--- src/rtl/scs_defs.svh ---
`ifndef SCS_DEFS_SVH
`define SCS_DEFS_SVH

// Register byte offsets.
`define SCS_A_CTRL 5'h00
`define SCS_A_STAT 5'h04
`define SCS_A_DIV 5'h08
`define SCS_A_TXD 5'h0c
`define SCS_A_RXD 5'h10
`define SCS_A_IST 5'h14
`define SCS_A_IMSK 5'h18

// Control register fields.
`define SCS_C_IOM 0
`define SCS_C_DBUF 2
`define SCS_C_ORDER 3
`define SCS_C_STOP2 4

// Status register fields.
`define SCS_S_TXRUN 5
`define SCS_S_RBFULL 6
`define SCS_S_TBEMP 7

// Interrupt status and mask fields.
`define SCS_I_RX 0
`define SCS_I_TX 1
`define SCS_I_FERR 2

// Reset values and counts.
`define SCS_DIV_RST 16'h043d
`define SCS_LAST_BIT 3'h7
`define SCS_ONE16 16'h0001

`endif

--- src/rtl/scs_pkg.sv ---
package scs_pkg;

    // Gray sequence idle, start, data, stop.
    typedef enum logic [1:0] {
        SCS_IDLE = 2'b00,
        SCS_START = 2'b01,
        SCS_DATA = 2'b11,
        SCS_STOP = 2'b10
    } scs_bit_st_t;

endpackage

--- src/rtl/scs_tx.sv ---
`timescale 1ns/100ps
`include "scs_defs.svh"
module scs_tx (
    // Clock and reset
    input wire logic mclk,
    input wire logic rst_n,
    // Setup
    input wire logic [15:0] div,
    input wire logic io_mode,
    input wire logic two_stop,
    // Word in
    input wire logic start,
    input wire logic [7:0] data,
    // Line and status
    output logic txd_q,
    output logic sclk_q,
    output logic busy_q,
    output logic done_q
);
    import scs_pkg::*;

    scs_bit_st_t st_q;
    logic [15:0] cnt_q;
    logic [2:0] idx_q;
    logic [7:0] sh_q;
    logic extra_q;
    logic tick;

    assign tick = (cnt_q == 16'h0000);

    always_ff @(posedge mclk or negedge rst_n) begin
        if (!rst_n) begin
            st_q <= SCS_IDLE;
            cnt_q <= 16'h0000;
            idx_q <= 3'h0;
            sh_q <= 8'h00;
            extra_q <= 1'b0;
            done_q <= 1'b0;
        end else begin
            done_q <= 1'b0;
            cnt_q <= tick ? div : 16'(cnt_q - `SCS_ONE16);
            case (st_q)
                SCS_IDLE: begin
                    if (start) begin
                        sh_q <= data;
                        cnt_q <= div;
                        idx_q <= 3'h0;
                        extra_q <= two_stop & ~io_mode;
                        st_q <= io_mode ? SCS_DATA : SCS_START;
                    end
                end
                SCS_START: if (tick) st_q <= SCS_DATA;
                SCS_DATA: begin
                    if (tick) begin
                        sh_q <= {1'b0, sh_q[7:1]};
                        idx_q <= 3'(idx_q + 3'h1);
                        if (idx_q == `SCS_LAST_BIT) begin
                            st_q <= io_mode ? SCS_IDLE : SCS_STOP;
                            done_q <= io_mode;
                        end
                    end
                end
                SCS_STOP: begin
                    if (tick && extra_q) begin
                        extra_q <= 1'b0;
                    end else if (tick) begin
                        st_q <= SCS_IDLE;
                        done_q <= 1'b1;
                    end
                end
                default: st_q <= SCS_IDLE;
            endcase
        end
    end

    // Line level and clock follow the state one cycle later.
    always_ff @(posedge mclk or negedge rst_n) begin
        if (!rst_n) begin
            txd_q <= 1'b1;
            sclk_q <= 1'b1;
            busy_q <= 1'b0;
        end else begin
            txd_q <= (st_q == SCS_START) ? 1'b0 : (st_q == SCS_DATA) ? sh_q[0] : 1'b1;
            sclk_q <= !(st_q == SCS_DATA && io_mode && cnt_q > {1'b0, div[15:1]});
            busy_q <= (st_q != SCS_IDLE);
        end
    end
endmodule

--- src/rtl/scs_rx.sv ---
`timescale 1ns/100ps
`include "scs_defs.svh"
module scs_rx (
    // Clock and reset
    input wire logic mclk,
    input wire logic rst_n,
    // Setup
    input wire logic [15:0] div,
    input wire logic io_mode,
    input wire logic go,
    // Line, already synchronised
    input wire logic rxd,
    // Word out
    output logic [7:0] word_q,
    output logic done_q,
    output logic ferr_q
);
    import scs_pkg::*;

    scs_bit_st_t st_q;
    logic [15:0] cnt_q;
    logic [2:0] idx_q;
    logic [7:0] sh_q;
    logic tick;

    assign tick = (cnt_q == 16'h0000);

    always_ff @(posedge mclk or negedge rst_n) begin
        if (!rst_n) begin
            st_q <= SCS_IDLE;
            cnt_q <= 16'h0000;
            idx_q <= 3'h0;
            sh_q <= 8'h00;
            word_q <= 8'h00;
            done_q <= 1'b0;
            ferr_q <= 1'b0;
        end else begin
            done_q <= 1'b0;
            ferr_q <= 1'b0;
            cnt_q <= tick ? div : 16'(cnt_q - `SCS_ONE16);
            case (st_q)
                SCS_IDLE: begin
                    // Sampling lands near mid-bit, where the line is steadiest.
                    cnt_q <= {1'b0, div[15:1]};
                    idx_q <= 3'h0;
                    if (io_mode ? go : !rxd) st_q <= io_mode ? SCS_DATA : SCS_START;
                end
                SCS_START: if (tick) st_q <= rxd ? SCS_IDLE : SCS_DATA;
                SCS_DATA: begin
                    if (tick) begin
                        sh_q <= {rxd, sh_q[7:1]};
                        idx_q <= 3'(idx_q + 3'h1);
                        if (idx_q == `SCS_LAST_BIT) begin
                            st_q <= io_mode ? SCS_IDLE : SCS_STOP;
                            word_q <= {rxd, sh_q[7:1]};
                            done_q <= io_mode;
                        end
                    end
                end
                SCS_STOP: begin
                    if (tick) begin
                        st_q <= SCS_IDLE;
                        done_q <= 1'b1;
                        ferr_q <= !rxd;
                    end
                end
                default: st_q <= SCS_IDLE;
            endcase
        end
    end
endmodule

--- src/rtl/scs_top.sv ---
// What this block does
// - Completed receive into buffer sets full flag.
// - Reading full flag returns it, then clears.
// - Transmit-active reads one while sending.
// - Active and empty flags encode transmit status.
// - Stop-length field picks one or two stops.
// - Receiver checks exactly one stop bit.
// - Bit order field picks LSB or MSB first in clocked mode; UART frames always go LSB first.
// - Double-buffer field switches buffering off or on.
`timescale 1ns/100ps
`include "scs_defs.svh"
module scs_top (
    // Clock and reset
    input wire logic mclk,
    input wire logic nrst,
    // Wishbone slave
    input wire logic wb_cyc_i,
    input wire logic wb_stb_i,
    input wire logic wb_we_i,
    input wire logic [4:0] wb_adr_i,
    input wire logic [3:0] wb_sel_i,
    input wire logic [31:0] wb_dat_i,
    output logic [31:0] wb_dat_o,
    output logic wb_ack_o,
    // Serial line
    input wire logic ser_in,
    output logic ser_out,
    output logic ser_clk,
    // Interrupt
    output logic irq
);
    import scs_pkg::*;

    function automatic logic [7:0] rev8(input logic [7:0] v);
        logic [7:0] r;
        r = 8'h00;
        for (int i = 0; i < 8; i++) begin
            r[i] = v[7 - i];
        end
        return r;
    endfunction

    logic [1:0] rst_sync_q;
    logic rst_n;
    logic [1:0] in_sync_q;
    logic rxd;

    logic ack_q;
    logic req;
    logic wr_acc;
    logic rd_acc;

    logic io_mode_q;
    logic double_buffer_enable;
    logic bit_order_select;
    logic stop2_q;
    logic [15:0] div_q;

    logic [7:0] tx_buf_q;
    logic tx_buf_full_q;
    logic tx_start_q;
    logic [7:0] tx_word_q;
    logic [1:0] pend_q;
    logic tx_idle;
    logic tx_busy;
    logic tx_done;
    logic tx_line;
    logic tx_clk;

    logic [7:0] rx_word;
    logic rx_done;
    logic rx_ferr;
    logic [7:0] rx_data_q;
    logic rx_buffer_full_flag;

    logic [2:0] ist_q;
    logic [2:0] imsk_q;
    logic [2:0] ev;
    logic [31:0] rd_d;

    // Reset is released through two flops; assertion stays asynchronous.
    always_ff @(posedge mclk or negedge nrst) begin
        if (!nrst) begin
            rst_sync_q <= 2'b00;
        end else begin
            rst_sync_q <= {rst_sync_q[0], 1'b1};
        end
    end
    assign rst_n = rst_sync_q[1];

    // The serial input is asynchronous to mclk.
    always_ff @(posedge mclk or negedge rst_n) begin
        if (!rst_n) begin
            in_sync_q <= 2'b11;
        end else begin
            in_sync_q <= {in_sync_q[0], ser_in};
        end
    end
    assign rxd = in_sync_q[1];

    // Bus handshake: one wait state, ack dropped after one cycle.
    assign req = wb_cyc_i & wb_stb_i;
    assign wr_acc = req & wb_we_i & ack_q;
    assign rd_acc = req & ~wb_we_i & ack_q;

    always_ff @(posedge mclk or negedge rst_n) begin
        if (!rst_n) begin
            ack_q <= 1'b0;
        end else begin
            ack_q <= req & ~ack_q;
        end
    end
    assign wb_ack_o = ack_q;

    // Control, divider and interrupt mask writes.
    always_ff @(posedge mclk or negedge rst_n) begin
        if (!rst_n) begin
            io_mode_q <= 1'b0;
            double_buffer_enable <= 1'b0;
            bit_order_select <= 1'b0;
            stop2_q <= 1'b0;
            div_q <= `SCS_DIV_RST;
            imsk_q <= 3'h0;
        end else if (wr_acc) begin
            if (wb_adr_i == `SCS_A_CTRL && wb_sel_i[0]) begin
                io_mode_q <= wb_dat_i[`SCS_C_IOM];
                double_buffer_enable <= wb_dat_i[`SCS_C_DBUF];
                bit_order_select <= wb_dat_i[`SCS_C_ORDER];
                stop2_q <= wb_dat_i[`SCS_C_STOP2];
            end
            if (wb_adr_i == `SCS_A_DIV && wb_sel_i[0]) div_q[7:0] <= wb_dat_i[7:0];
            if (wb_adr_i == `SCS_A_DIV && wb_sel_i[1]) div_q[15:8] <= wb_dat_i[15:8];
            if (wb_adr_i == `SCS_A_IMSK && wb_sel_i[0]) imsk_q <= wb_dat_i[2:0];
        end
    end

    // The launch takes two cycles to show in busy, so pend covers the gap.
    assign tx_idle = !tx_busy && pend_q == 2'b00 && !tx_start_q;

    always_ff @(posedge mclk or negedge rst_n) begin
        if (!rst_n) begin
            pend_q <= 2'b00;
        end else begin
            pend_q <= {pend_q[0], tx_start_q};
        end
    end

    // Transmit holding buffer and launch.
    always_ff @(posedge mclk or negedge rst_n) begin
        if (!rst_n) begin
            tx_buf_q <= 8'h00;
            tx_buf_full_q <= 1'b0;
            tx_start_q <= 1'b0;
            tx_word_q <= 8'h00;
        end else begin
            tx_start_q <= 1'b0;
            if (double_buffer_enable && tx_buf_full_q && tx_idle) begin
                tx_start_q <= 1'b1;
                tx_word_q <= (io_mode_q && bit_order_select) ? rev8(tx_buf_q) : tx_buf_q;
                tx_buf_full_q <= 1'b0;
            end
            if (wr_acc && wb_adr_i == `SCS_A_TXD && wb_sel_i[0]) begin
                if (double_buffer_enable && !tx_buf_full_q) begin
                    tx_buf_q <= wb_dat_i[7:0];
                    tx_buf_full_q <= 1'b1;
                end else if (!double_buffer_enable && tx_idle) begin
                    tx_start_q <= 1'b1;
                    tx_word_q <= (io_mode_q && bit_order_select) ? rev8(wb_dat_i[7:0]) : wb_dat_i[7:0];
                end
            end
            if (!double_buffer_enable) tx_buf_full_q <= 1'b0;
        end
    end

    scs_tx u_tx (
        .mclk(mclk),
        .rst_n(rst_n),
        .div(div_q),
        .io_mode(io_mode_q),
        .two_stop(stop2_q),
        .start(tx_start_q),
        .data(tx_word_q),
        .txd_q(tx_line),
        .sclk_q(tx_clk),
        .busy_q(tx_busy),
        .done_q(tx_done)
    );

    // In clocked mode the receiver shifts alongside every transmitted word.
    scs_rx u_rx (
        .mclk(mclk),
        .rst_n(rst_n),
        .div(div_q),
        .io_mode(io_mode_q),
        .go(tx_start_q & io_mode_q),
        .rxd(rxd),
        .word_q(rx_word),
        .done_q(rx_done),
        .ferr_q(rx_ferr)
    );

    always_ff @(posedge mclk or negedge rst_n) begin
        if (!rst_n) begin
            ser_out <= 1'b1;
            ser_clk <= 1'b1;
        end else begin
            ser_out <= tx_line;
            ser_clk <= tx_clk;
        end
    end

    // Received word and full flag; a new word beats a clearing read.
    always_ff @(posedge mclk or negedge rst_n) begin
        if (!rst_n) begin
            rx_data_q <= 8'h00;
            rx_buffer_full_flag <= 1'b0;
        end else begin
            if (rd_acc && wb_adr_i == `SCS_A_STAT) rx_buffer_full_flag <= 1'b0;
            if (rx_done) begin
                rx_data_q <= (io_mode_q && bit_order_select) ? rev8(rx_word) : rx_word;
                if (double_buffer_enable) rx_buffer_full_flag <= 1'b1;
            end
            if (!double_buffer_enable) rx_buffer_full_flag <= 1'b0;
        end
    end

    // Sticky events, write one to clear; a new event wins.
    assign ev = {rx_ferr, tx_done, rx_done};

    always_ff @(posedge mclk or negedge rst_n) begin
        if (!rst_n) begin
            ist_q <= 3'h0;
            irq <= 1'b0;
        end else begin
            if (wr_acc && wb_adr_i == `SCS_A_IST && wb_sel_i[0]) begin
                ist_q <= (ist_q & ~wb_dat_i[2:0]) | ev;
            end else begin
                ist_q <= ist_q | ev;
            end
            irq <= |(ist_q & imsk_q);
        end
    end

    // Read mux; unmapped offsets read zero.
    always_comb begin
        rd_d = 32'h0000_0000;
        case (wb_adr_i)
            `SCS_A_CTRL: begin
                rd_d[`SCS_C_IOM] = io_mode_q;
                rd_d[`SCS_C_DBUF] = double_buffer_enable;
                rd_d[`SCS_C_ORDER] = bit_order_select;
                rd_d[`SCS_C_STOP2] = stop2_q;
            end
            `SCS_A_STAT: begin
                rd_d[`SCS_S_TXRUN] = tx_busy;
                rd_d[`SCS_S_TBEMP] = !tx_buf_full_q;
                rd_d[`SCS_S_RBFULL] = rx_buffer_full_flag;
            end
            `SCS_A_DIV: rd_d[15:0] = div_q;
            `SCS_A_RXD: rd_d[7:0] = rx_data_q;
            `SCS_A_IST: rd_d[2:0] = ist_q;
            `SCS_A_IMSK: rd_d[2:0] = imsk_q;
            default: rd_d = 32'h0000_0000;
        endcase
    end

    always_ff @(posedge mclk or negedge rst_n) begin
        if (!rst_n) begin
            wb_dat_o <= 32'h0000_0000;
        end else if (req && !ack_q && !wb_we_i) begin
            wb_dat_o <= rd_d;
        end
    end
endmodule

--- config.mk ---
export PLATFORM = sky130hd
export DESIGN_NAME = scs_top
export DESIGN_NICKNAME = d
export VERILOG_FILES = /design/src/rtl/scs_pkg.sv /design/src/rtl/scs_tx.sv /design/src/rtl/scs_rx.sv /design/src/rtl/scs_top.sv
export VERILOG_INCLUDE_DIRS = /design/src /design/src/rtl
export SDC_FILE = /design/constraint.sdc
export NUM_CORES = 1
export LEC_CHECK = 0
export ABC_AREA = 1
export ABC_CLOCK_PERIOD_IN_PS = 5200
export BUFFER_PORTS_ARGS = -buffer_cell sky130_fd_sc_hd__buf_2
export CELL_PAD_IN_SITES_DETAIL_PLACEMENT = 1
export CELL_PAD_IN_SITES_GLOBAL_PLACEMENT = 1
export CORE_MARGIN = 2
export CORE_UTILIZATION = 31
export DETAILED_ROUTE_END_ITERATION = 10
export PLACE_DENSITY_LB_ADDON = 0.1
export SLEW_MARGIN = 10
export SYNTH_ARGS = -nofsm -noshare
export SYNTH_HDL_FRONTEND = slang
export SYNTH_SLANG_ARGS = --single-unit
--- constraint.sdc ---
create_clock -name mclk -period 5.2 [get_ports mclk]
set_clock_uncertainty 0.1 [all_clocks]
set_input_delay 1.04 -clock mclk [delete_from_list [all_inputs] [get_ports mclk]]
set_output_delay 1.04 -clock mclk [all_outputs]
set_load 0.01 [all_outputs]
# [Word-level counts from Yosys, hierarchy flattened]
# Index checks and enable logic that the tools add are counted.
[word_totals] reg_bits=152 in_bits=47 out_inout_bits=36 word_cells=209
[classes] addsub=4 order_cmp=1 eq_ne=27 mux=71 bitwise=16 reduce_logical=52
[op_table] cell="two-way mux 16 bit" n=5
[op_table] cell="two-way mux 8 bit" n=10
[op_table] cell="zero test 16 bit" n=2
[op_table] cell="subtractor 16 x 1 -> 16 bit, second input constant" n=2
[op_table] cell="two-way mux 2 bit" n=14
[op_table] cell="two-way mux 1 bit" n=25
[op_table] cell="logical AND 1 bit" n=21
[op_table] cell="!= test 2 x 1 -> 1 bit, second input constant" n=10
[op_table] cell="greater-than comparator 16 x 15 -> 1 bit" n=1
[op_table] cell="case mux 2 bit (4 select lines)" n=2
[op_table] cell="case mux 8 bit (2 select lines)" n=1
[op_table] cell="equality test 5 bit, second input constant" n=3
[op_table] cell="AND reduction 2 bit" n=7
[op_table] cell="two-way mux 3 bit" n=4
[op_table] cell="case mux 3 bit (2 select lines)" n=2
[op_table] cell="equality test 5 x 4 -> 1 bit, second input constant" n=2
[op_table] cell="case mux 1 bit (5 select lines)" n=2
[op_table] cell="case mux 3 bit (3 select lines)" n=1
[op_table] cell="AND reduction 3 bit" n=3
[op_table] cell="AND 1 bit" n=8
[op_table] cell="equality test 2 bit, second input constant" n=4
[op_table] cell="zero test 1 bit" n=8
[op_table] cell="nonzero test 2 bit" n=4
[op_table] cell="adder 3 x 1 -> 3 bit, second input constant" n=2
[op_table] cell="other kinds (17)" n=28

# [Logic depth before layout (Yosys ltp)]
# Gate-level depths: netlist (run 1).
[depth] ltp_word=8 ltp_mapped=10 ltp_nobuf=10

# [By module]
# A second synthesis (run 1) with hierarchy kept.
[hier_totals] cells_unflattened=1113 area_unflattened_um2=8421.8
[by_module_without_submodules] mod="scs_top" n_inst=1 cells_each=462 area_per_inst_um2=3743.6 seq_area_each_um2=1989.4
[by_module_without_submodules] mod="scs_tx" n_inst=1 cells_each=349 area_per_inst_um2=2427.3 seq_area_each_um2=853.3
[by_module_without_submodules] mod="scs_rx" n_inst=1 cells_each=302 area_per_inst_um2=2250.9 seq_area_each_um2=950.9

# [Worst setup path before layout (run 1)]
# No wires, ideal clock.
[synth_path] path_type="input to register" startpoint="in wb_adr_i[1]" endpoint="reg tx_buf_q[7]" setup_time_ns=0.118 t_arrival_ns=2.056 t_required_ns=4.982 path_slack_ns=2.927 path_stages=7 path_buffers=1 path_cell_list="nor2_4 > nand3_2 > nor3_4 > nand3_4 > buf_6 > nand2_2 > o21ai_2"
[synth_via] elab_chain_cells=4
[synth_rtl] element="from (decl)" line_no="scs_top.sv:20" rtl="input wire logic [4:0] wb_adr_i,"
[synth_rtl] element="equality test 5 x 4 -> 1 bit (no source line)"
[synth_rtl] element="logical AND 1 bit (no source line)"
[synth_rtl] element="logical AND 1 bit" line_no="scs_top.sv:162" rtl="if (wr_acc && wb_adr_i == `SCS_A_TXD && wb_sel_i[0]) begin"
[synth_rtl] element="AND reduction 2 bit (no source line)"
[synth_rtl] element="to (signal assigned)" line_no="scs_top.sv:164" rtl="tx_buf_q <= wb_dat_i[7:0];"
[synth_rtl] element="to (decl)" line_no="scs_top.sv:59" rtl="logic [7:0] tx_buf_q;"
# No other way between the ends.
# A chain may end at the register's enable or synchronous reset.

# [Worst setup path after layout (run 1)]
[layout_path] startpoint="in wb_adr_i[1]" endpoint="reg div_q[9]"
[layout_via] elab_chain_cells=3
[layout_rtl] element="equality test 5 x 4 -> 1 bit"
[layout_rtl] element="logical AND 1 bit" line_no="scs_top.sv:132" rtl="if (wb_adr_i == `SCS_A_DIV && wb_sel_i[1]) div_q[15:8] <= wb_dat_i[15:8];"
[layout_rtl] element="AND reduction 2 bit (no source line)"
[layout_rtl] element="to (signal assigned)" line_no="scs_top.sv:122" rtl="div_q <= `SCS_DIV_RST;"
[layout_rtl] element="to (signal assigned)" line_no="scs_top.sv:132"
[layout_rtl] element="to (decl)" line_no="scs_top.sv:57" rtl="logic [15:0] div_q;"
# No other way between the ends.

==> results of run 1 <==
[sequential cells by signal, indices dropped and copies added, names as in the netlist, 3 cells and up]
signal / flops
tx_word_q: 8
u_rx.cnt_q: 16
u_rx.word_q: 8
u_tx.cnt_q: 16
imsk_q: 3
wb_dat_o: 16
ist_q: 3
u_tx.sh_q: 8
rx_data_q: 8
tx_buf_q: 8
div_q: 16
u_rx.sh_q: 7
u_tx.idx_q: 3
u_rx.idx_q: 3
[cells in the mapped netlist]
master    count  share of area, %
nand3_2       2              0.25
a21oi_1      33               2.1
buf_4        17               1.6
nand2_2       4              0.32
inv_2         2             0.095
nor3_4        1              0.20
nor3_2        1              0.13
o21a_1        1             0.095
a21boi_0      1             0.095
a31oi_1       2              0.16
dfstp_2      12               4.0
o21ai_0      92               5.8
nor3_1        2              0.13
a211o_1       1              0.11
o21ai_2      16               1.8
nand3_4       2              0.44
conb_1        2             0.095
dfrtp_1     139                44
nor2_4        3              0.43
xor2_1        6              0.66
nand2_1     303                14
or2_2         1             0.079
o21ai_1       7              0.44
buf_6         2              0.28
nand4_1      10              0.79
nor2_2        7              0.55
o22ai_1       3              0.24
buf_2        11              0.69
mux2i_1       7              0.88
ha_1         23               3.6
clkbuf_1     10              0.47
nand2_4       3              0.43
nor2_1       84               4.0
nand3_1      66               4.2
o31ai_1       8              0.76
inv_1       101               4.8
o211ai_1      5              0.47
clkbuf_2      1             0.063
xnor2_1       6              0.66
o21bai_1      1             0.095
[per-stage QoR]
| step | util (%) | cells | setup slack, ns | cell area (µm²) | power, µW |
|---|---|---|---|---|---|
| after CTS | 35.8 | 1384 | 2.40 | 9030 | 2930 |
| final | 35.8 | 1384 | 2.40 | 9030 | 2880 |
| after detailed placement | 33.5 | 1352 | 1.95 | 8430 | 1620 |
| after global routing | 35.8 | 1384 | 2.08 | 9030 | 3030 |
| after global placement | 33.5 | 1352 | 1.96 | 8430 | 1610 |
| after floorplan | - | 1013 | 0.602 | 8000 | 1530 |
[cells in the final DEF, fill, tap and decap left out, types with 2 or more instances in the layout]
cell type	synthesis	layout
nand3_2	2	2
inv_6	0	6
a31oi_1	2	2
nor2_1	84	84
nand2_1	303	303
conb_1	2	17
o21ai_2	16	16
nor3_1	2	2
inv_2	2	2
nand2_2	4	4
nand3_1	66	66
nand3_4	2	2
o21ai_1	7	7
buf_2	11	48
o21ai_0	92	92
nor2_4	3	3
xnor2_1	6	6
o211ai_1	5	5
inv_8	0	3
xor2_1	6	6
a21oi_1	33	33
o31ai_1	8	8
o22ai_1	3	3
nand4_1	10	10
nand2_4	3	3
dfstp_2	12	12
nor2_2	7	7
dfrtp_1	139	138
ha_1	23	23
inv_1	101	101
clkbuf_16	0	17
clkinv_4	0	2
mux2i_1	7	7
[power breakdown]
part / internal [µW] / switching [µW]
Sequential: 1230 / 61.5
Clock: 696 / 586
Combinational: 118 / 188
[worst reg2reg max path, cell delays in order (launching register included)]
cell	delay, ns
dfrtp_1	0.64
nand2_1	0.73
inv_1	0.70
nand2_1	0.11
o21ai_0	0.11
nand2_1	0.08
nand2_1	0.08
nand2_1	0.05
nand2_1	0.06
[logic make-up (layout without fill, tap and decap cells)]
logic type / count (synthesis) / count (layout)
compound gates: 170 / 170
xor+xnor: 12 / 12
mux: 7 / 7
flops: 151 / 151
fa+ha+maj: 23 / 23
simple gates: 489 / 489
buf+inv: 144 / 185
other cells: 2 / 17
[worst min-delay path by stage]
stage             startpoint             to  slack, ns  cells after the start
5_1_grt                 nrst  rst_sync_q[1]       0.25                      1
3_3_place_gp   rst_sync_q[1]    wb_dat_o[0]       0.24                      0
4_1_cts                 nrst  rst_sync_q[1]       0.25                      1
6_report       rst_sync_q[1]    wb_dat_o[2]       0.22                      0
2_1_floorplan  rst_sync_q[0]  rst_sync_q[1]       0.23                      0
3_5_place_dp   rst_sync_q[1]    wb_dat_o[2]       0.24                      0
[cell type report]
type	instances	area, µm²	share of cell area, %
sequential	151	3800	42.1
multi-input combinational	718	3570	39.5
clock buffer	18	439	4.87
tap	330	413	4.57
inverter	103	387	4.28
timing repair buffer	50	268	2.97
clock inverter	14	155	1.72
[layer usage]
layer | wire, µm | track usage, % | part of all wire [%]
met5 | 0 | 0 | 0
met3 | 466 | 2.78 | 2.1
met1 | 11200 | 24.8 | 50
met4 | 238 | 4.70 | 1.1
met2 | 10300 | 28.3 | 46
==> results.py, run 1 <==
metrics = {
    "sta": {
        "whs_ns": 0.220,
        "slew_viol_final": 0,
        "tns_ns": 0,
        "rsz0062_at_grt": "no",
        "period_share_pct": 53.8,
        "fmax_mhz": 358,
        "setup_violations": 0,
        "relSlewSlack_pct": 30.8,
        "fin_crit_ns": 2.80,
        "hold_violations": 0,
        "worst_slew_pin_slew_ns": 1.04,
    },
    "synthesis": {
        "yosys_warnings": 0,
        "synth-xor-area-share_pct": 1.32,
        "synth-simple-area-share_pct": 26.2,
        "ys_ff_latch": 151,
        "synth_top_family_by_area": "simple AND/OR/NAND/NOR gates",
        "syn_area_mm2": 0.00794,
        "synthCells": 998,
        "ys_types": 40,
        "synth_compound_area_share_pct": 12.1,
        "avgSynthCellArea_um2": 7.95,
        "synthAdderAreaFrac_pct": 3.62,
        "muxShareOfSynthArea_pct": 0.883,
        "synth-seq-area-share_pct": 47.8,
    },
    "min_path": {
        "hold_path.class": "flip-flop to async pin",
    },
    "worst_setup_path": {
        "reg2reg_depth": 8,
        "start_kind": "input port",
        "worstReg2RegStart": "io_mode_q",
        "critPathArrivalTime_ns": 2.98,
        "cp_num_cells": 7,
        "crit_family": "simple AND/OR/NAND/NOR gates",
        "cp.required_ns": 5.39,
        "r2r_slack_ns": 2.49,
        "slowest_delay_ns": 0.57,
        "reg2reg_to": "tx_word_q[5]",
        "worst_setup_path_end_kind": "flip-flop",
        "cp_num_buf_inv": 2,
        "path_cells": "buf_2, nor2_4, nand3_1, inv_2, nand3_1, nor2_1, a21oi_1",
        "critical-path-slowest-cell": "nand3_1",
        "endpoint": "div_q[9]",
        "crit_top_cell": "nand3_1",
        "crit_start": "wb_adr_i[1]",
        "cp_max_fo": 16,
        "worst-setup-path-type": "input port to flip-flop",
    },
    "placed_design": {
        "place_congestion": 0.741,
        "hpwlAfterDp_um": 16100,
        "port_buffers": 48,
    },
    "cts": {
        "cts.sinks": 151,
        "hold_buffers": 0,
        "cts_resized": 0,
        "cts_inserted_buffers": 17,
        "postCtsSetupRepairBufs": 0,
        "path_clk_slew_ns": 0.08,
        "clock_latency_ns": 0.43,
        "h-tree-depth": 4,
        "clock_path_buffers": 2,
        "tritoncts": "yes",
        "clockRootBuffer": "clkbuf_16",
    },
    "routing": {
        "vias": 6494,
        "viasPerCell": 4.69,
        "ant_nets": 0,
        "drt-wirelength-per-cell_um": 16.0,
        "drt_wl_total_um": 22200,
        "drt_drc_violations_left": 0,
        "first_pass_iters": 4,
        "drtIter0Drc": 335,
    },
    "grt": {
        "grt-ovfl-total": 0,
        "grt_antenna_before_repair": 0,
        "grt_max_degree": 113,
        "grt_pass1_vias": 6686,
        "grt_pass1_wl_um": 36600,
        "grt_use_total_pct": 17.6,
    },
    "floorplanning": {
        "start_util_pct": 31.5,
        "rows": 58,
        "die_x_um": 164,
        "die_height_um": 164,
        "dieArea_mm2": 0.0269,
        "core_area_mm2": 0.0252,
        "io_pins": 83,
    },
    "pwr": {
        "power_density_mw_per_mm2": 319,
        "leakage_uw": 0.00442,
        "peakVddDrop_v": 0.000209,
    },
    "job": {
        "drv_cap": 0,
    },
    "finish": {
        "area_delta_synth_final_pct": 13.7,
        "final_nets": 1111,
        "fillCellCount": 3022,
        "diodes": 0,
        "post_route_cells_drive_above_1_share_pct": 13.0,
    },
    "outcome": {
        "status": "finished clean",
    },
}
Power figures use the tool's default switching activity.
==> inputs of run 2 (changes only) <==
--- a/config.mk
+++ b/config.mk
@@ -6,8 +6,8 @@
 export SDC_FILE = /design/constraint.sdc
 export NUM_CORES = 1
 export LEC_CHECK = 0
-export ABC_AREA = 1
-export ABC_CLOCK_PERIOD_IN_PS = 5200
+export ABC_AREA = 0
+export ABC_CLOCK_PERIOD_IN_PS = 2700
 export BUFFER_PORTS_ARGS = -buffer_cell sky130_fd_sc_hd__buf_2
 export CELL_PAD_IN_SITES_DETAIL_PLACEMENT = 1
 export CELL_PAD_IN_SITES_GLOBAL_PLACEMENT = 1
==> constraint.sdc (replaced) <==
create_clock -name mclk -period 2.7 [get_ports mclk]
set_clock_uncertainty 0.1 [all_clocks]
set_input_delay 0.54 -clock mclk [delete_from_list [all_inputs] [get_ports mclk]]
set_output_delay 0.54 -clock mclk [all_outputs]
set_load 0.01 [all_outputs]
==> results.py, run 2 <==
metrics = {
    "finish": {
        "post_route_cells_drive_above_1_share_pct": 22.8,
        "diodes": 0,
        "fillCellCount": 2762,
        "layout_commonest_cell": "dfrtp_1",
        "layout_common_cells": "dfrtp_1 (138), nand2_1 (62), nor2_1 (53)",
        "final_nets": 855,
        "area_delta_synth_final_pct": 15.9,
    },
    "sta": {
        "hold_violations": 0,
        "whs_ns": 0.0945,
        "period_share_pct": 88.9,
        "fmax_mhz": 417,
        "rsz0062_at_grt": "no",
        "tns_ns": 0,
        "setup_violations": 0,
        "slew_viol_final": 0,
        "worst_slew_pin_slew_ns": 0.909,
        "relSlewSlack_pct": 39.4,
        "fin_crit_ns": 2.40,
    },
    "synthesis": {
        "synth-seq-area-share_pct": 49.7,
        "yosys_warnings": 0,
        "synth-main-ff-cell": "dfrtp_1",
        "async_flop_share_pct": 100,
        "yosysTopAreaCell": "dfrtp_1",
        "synth_edf_count": 0,
        "ys_types": 66,
        "yosys.cell_count.top_type": "dfrtp_1",
        "ys_ff_latch": 151,
        "synth_top_area_share_pct": 45.5,
        "synthCells": 728,
        "yosys-top-cells-area": "dfrtp_1 (46%), mux2_2 (6.8%), mux2i_1 (4.3%), dfstp_2 (4.1%), ha_1 (3.8%)",
        "synthTopCellsByCount": "dfrtp_1 (139), nand2_1 (62), nor2_1 (53), mux2_2 (46), o21ai_0 (43)",
        "syn_area_mm2": 0.00764,
        "avgSynthCellArea_um2": 10.5,
    },
    "worst_setup_path": {
        "worstReg2RegStart": "u_tx.cnt_q[10]",
        "cp_num_buf_inv": 0,
        "start_kind": "flip-flop",
        "cp_max_fo": 15,
        "worst_setup_path_end_kind": "flip-flop",
        "crit_start": "u_tx.cnt_q[10]",
        "worst-setup-path-type": "flip-flop to flip-flop",
        "r2r_slack_ns": 0.30,
        "endpoint": "u_tx.sh_q[4]",
        "critical-path-slowest-cell": "or4_4",
        "cp.required_ns": 2.97,
        "crit_family": "simple AND/OR/NAND/NOR gates",
        "critPathArrivalTime_ns": 2.67,
        "cp_num_cells": 5,
        "slowest_delay_ns": 0.59,
        "path_cells": "or4_4, nor4_4, nand4_2, nand2_1, o21a_1",
        "reg2reg_to": "u_tx.sh_q[4]",
        "reg2reg_depth": 5,
    },
    "pwr": {
        "power_frac_clock_pct": 41.4,
        "combPwrFrac_pct": 12.9,
        "power_uw": 5760,
        "leakage_uw": 0.00415,
        "p_int_uw": 4070,
        "power_density_mw_per_mm2": 650,
        "switching_share_pct": 29.2,
        "peakVddDrop_v": 0.000334,
        "switching_power_uw": 1680,
        "pwr-share-seq_pct": 45.7,
    },
    "placed_design": {
        "hpwlAfterDp_um": 14900,
        "place_congestion": 0.820,
        "port_buffers": 48,
    },
    "cts": {
        "cts.sinks": 151,
        "tritoncts": "yes",
        "h-tree-depth": 4,
        "cts_resized": 0,
        "clock_path_buffers": 2,
        "path_clk_slew_ns": 0.07,
        "cts_inserted_buffers": 17,
        "clock_latency_ns": 0.43,
        "clockRootBuffer": "clkbuf_16",
    },
    "routing": {
        "drt_drc_violations_left": 0,
        "drtIter0Drc": 258,
        "vias": 5613,
        "first_pass_iters": 4,
        "ant_nets": 0,
        "viasPerCell": 5.00,
        "drt_wl_total_um": 20600,
        "drt-wirelength-per-cell_um": 18.3,
    },
    "grt": {
        "grtUsageMet1_pct": 21.7,
        "grt_pass1_vias": 5987,
        "grt_use_total_pct": 16.6,
        "use_met3_pct": 2.85,
        "grt_max_degree": 51,
        "busiest_layer": "met2",
        "grtUsageMet2_pct": 28.8,
        "grt_pass1_wl_um": 33600,
        "grt_antenna_before_repair": 0,
        "grt-ovfl-total": 0,
    },
    "floorplanning": {
        "start_util_pct": 31.5,
        "die_height_um": 161,
        "die_x_um": 161,
        "dieArea_mm2": 0.0259,
        "core_area_mm2": 0.0242,
        "io_pins": 83,
        "rows": 57,
    },
    "outcome": {
        "status": "finished clean",
    },
    "min_path": {
        "hp-start": "ser_in",
        "hold_path.class": "input port to flip-flop",
    },
    "job": {
        "drv_cap": 0,
    },
}
-- run 2: cell count changes in the layout (fill, tap and decap cells not counted), moves of 8 or more --
cell     change
nor2b_1     +11
xor2_1       +8
mux2i_1     +26
o21ai_2     -16
nor2_1      -31
a22o_1      +13
buf_4       +21
inv_1       -72
nand2_1    -241
nor3_1       +8
a22oi_1     +10
nand3_1     -35
mux2_2      +46
o21ai_0     -49
-- run 2: timing repair --
| action | CTS | global route |
|---|---|---|
| endpoints found under the hold margin | 2 | 0 |
| hold buffers | 1 | 0 |
| buffers inserted | 0 | 0 |
-- run 2: cells by family after synthesis --
logic type,count (synthesis),synth area share (%)
compound gates,154,13.0
xor+xnor,21,2.41
fa+ha+maj,23,3.77
buf+inv,79,5.14
flops,151,49.7
mux,80,11.3
other cells,2,0.0983
simple gates,218,14.6
-- run 2: layout make-up --
type | instances | area [µm²] | share of cell area [%]
Clock buffer | 19 | 443 | 5.00
Clock inverter | 13 | 134 | 1.51
Inverter | 29 | 109 | 1.23
Multi-Input combinational cell | 513 | 3510 | 39.7
Sequential cell | 151 | 3800 | 42.9
Tap cell | 324 | 405 | 4.58
Timing Repair Buffer | 73 | 455 | 5.14
-- run 2: worst min path at each step --
stage / to / slack, ns / cells after the start
4_1_cts: in_sync_q[0] / 0.08 / 1
3_5_place_dp: rst_sync_q[0] / 0.23 / 1
5_1_grt: in_sync_q[0] / 0.08 / 1
2_1_floorplan: rst_sync_q[0] / 0.14 / 0
6_report: in_sync_q[0] / 0.09 / 1
3_3_place_gp: rst_sync_q[0] / 0.23 / 1
-- run 2: power groups by stage --
stage	combinational, µW	clock [µW]	sequential, µW
2_1_floorplan	549	0	2620
3_3_place_gp	712	0	2660
3_5_place_dp	752	0	2670
4_1_cts	761	2470	2630
5_1_grt	860	2560	2660
6_report	741	2380	2630
-- run 2: metrics by stage --
| stage | utilization, % | instance area, µm² | std cells | setup WS (ns) |
|---|---|---|---|---|
| global placement | 34.1 | 8270 | 1089 | 0.336 |
| global route | 36.5 | 8860 | 1122 | 0.131 |
| CTS | 36.5 | 8860 | 1122 | 0.302 |
| finish | 36.5 | 8860 | 1122 | 0.301 |
| floorplan | - | 7700 | 743 | 0.108 |
| detailed placement | 34.1 | 8270 | 1089 | 0.272 |
-- run 2: metal layers --
metal	up-vias	share of wire (%)
li1	2680	-
met1	2849	47
met2	74	50
met3	10	2.9
met4	0	0.74
met5	-	0
==> inputs of run 3 (changes only) <==
--- a/config.mk
+++ b/config.mk
@@ -9,12 +9,9 @@
 export ABC_AREA = 0
 export ABC_CLOCK_PERIOD_IN_PS = 2700
 export BUFFER_PORTS_ARGS = -buffer_cell sky130_fd_sc_hd__buf_2
-export CELL_PAD_IN_SITES_DETAIL_PLACEMENT = 1
-export CELL_PAD_IN_SITES_GLOBAL_PLACEMENT = 1
 export CORE_MARGIN = 2
 export CORE_UTILIZATION = 31
 export DETAILED_ROUTE_END_ITERATION = 10
-export PLACE_DENSITY_LB_ADDON = 0.1
 export SLEW_MARGIN = 10
 export SYNTH_ARGS = -nofsm -noshare
 export SYNTH_HDL_FRONTEND = slang
==> results.py, run 3 (synthesis gave the netlist of run 2 again) <==
metrics = {
    "worst_setup_path": {
        "start_kind": "flip-flop",
        "worstReg2RegStart": "u_tx.cnt_q[11]",
        "critPathArrivalTime_ns": 2.64,
        "reg2reg_to": "u_tx.sh_q[6]",
        "cp_max_fo": 15,
        "crit_family": "simple AND/OR/NAND/NOR gates",
        "reg2reg_depth": 5,
        "slowest_delay_ns": 0.59,
        "cp.required_ns": 2.97,
        "worst-setup-path-type": "flip-flop to flip-flop",
        "worst_setup_path_end_kind": "flip-flop",
        "critical-path-slowest-cell": "or4_4",
        "cp_num_buf_inv": 0,
        "r2r_slack_ns": 0.33,
        "path_cells": "or4_4, nor4_4, nand4_2, nand2_1, o21a_1",
    },
    "routing": {
        "ant_nets": 0,
        "viasPerCell": 4.94,
        "drtIter0Drc": 380,
        "vias": 5526,
        "first_pass_iters": 5,
        "drt_drc_violations_left": 0,
        "drt_wl_total_um": 17400,
        "drt-wirelength-per-cell_um": 15.5,
    },
    "cts": {
        "clockRootBuffer": "clkbuf_16",
        "cts_inserted_buffers": 17,
        "clock_path_buffers": 2,
        "cts_resized": 0,
        "cts.sinks": 151,
        "h-tree-depth": 4,
        "postCtsSetupRepairBufs": 0,
        "tritoncts": "yes",
        "clock_latency_ns": 0.43,
        "path_clk_slew_ns": 0.07,
        "hold_buffers": 1,
    },
    "floorplanning": {
        "io_pins": 83,
        "rows": 57,
        "start_util_pct": 31.5,
        "die_x_um": 161,
        "dieArea_mm2": 0.0259,
        "die_height_um": 161,
        "core_area_mm2": 0.0242,
    },
    "grt": {
        "grt_pass1_vias": 5329,
        "grt_antenna_before_repair": 0,
        "grt_use_total_pct": 14.0,
        "grt_pass1_wl_um": 28700,
        "grt-ovfl-total": 0,
        "grt_max_degree": 150,
    },
    "pwr": {
        "peakVddDrop_v": 0.000393,
        "power_density_mw_per_mm2": 652,
        "leakage_uw": 0.00414,
    },
    "min_path": {
        "holdPathEnd": "in_sync_q[0]",
        "hold_path.class": "input port to flip-flop",
        "hp-start": "ser_in",
        "hold_depth": 1,
    },
    "finish": {
        "layout_commonest_cell": "dfrtp_1",
        "layout_common_cells": "dfrtp_1 (138), nand2_1 (62), nor2_1 (53)",
        "diodes": 0,
        "final_nets": 852,
        "post_route_cells_drive_above_1_share_pct": 22.6,
        "area_delta_synth_final_pct": 16.0,
        "fillCellCount": 2405,
    },
    "sta": {
        "whs_ns": 0.108,
        "worst_slew_pin_slew_ns": 0.849,
        "fmax_mhz": 422,
        "rsz0062_at_grt": "no",
        "setup_violations": 0,
        "hold_violations": 0,
        "relSlewSlack_pct": 43.4,
        "slew_viol_final": 0,
        "fin_crit_ns": 2.37,
        "period_share_pct": 87.9,
        "tns_ns": 0,
    },
    "placed_design": {
        "place_congestion": 0.787,
        "port_buffers": 48,
        "hpwlAfterDp_um": 12100,
    },
    "job": {
        "drv_cap": 0,
    },
    "outcome": {
        "status": "finished clean",
    },
}
run 3: changes by cell type in the layout (fill, tap and decap cells not counted):
cell        change
clkbuf_1        -1
inv_8           +2
clkinv_8        +1
bufinv_16       +1
clkbuf_8        -1
inv_6           -3
buf_4           -3
clkinvlp_4      +2
clkinv_4        -1
run 3: metal layers:
metal	track usage [%]	wire (µm)
met5	0	0
met2	21.1	7710
met3	3.57	822
met4	3.77	286
met1	20.0	8540
run 3: stage by stage:
step	setup WS (ns)	power [µW]	std cells	instance area [µm²]	util, %
2_1_floorplan	0.108	3170	743	7700	-
3_3_place_gp	0.337	3360	1086	8250	34.0
3_5_place_dp	0.348	3380	1086	8250	34.0
4_1_cts	0.311	5850	1119	8870	36.6
5_1_grt	0.139	6110	1119	8870	36.6
6_report	0.328	5780	1119	8870	36.6
run 3: how the worst max path moves through the flow:
stage | startpoint | slack, ns | to | cells after the start
floorplan | rst_sync_q[1] | 0.11 | bit_order_select | 0
global placement | u_tx.cnt_q[11] | 0.34 | u_tx.sh_q[4] | 5
detailed placement | u_tx.cnt_q[11] | 0.35 | u_tx.sh_q[0] | 5
CTS | u_tx.cnt_q[11] | 0.31 | u_tx.sh_q[6] | 5
global route | u_tx.cnt_q[13] | 0.14 | u_tx.sclk_q | 6
finish | u_tx.cnt_q[11] | 0.33 | u_tx.sh_q[6] | 5
run 3: report_power, final:
part	switching, µW	internal, µW	leakage, µW
Clock	1050	1400	0.000293
Sequential	203	2410	0.00191
Combinational	390	338	0.00193
run 3: cell type report:
cell class                      instances  area, µm²  share of cell area [%]
Timing Repair Buffer                   70        433                    4.88
Inverter                               29        109                    1.23
Clock inverter                         15        183                    2.06
Tap cell                              324        405                    4.57
Multi-Input combinational cell        513       3510                    39.6
Sequential cell                       151       3800                    42.8
Clock buffer                           17        425                    4.80
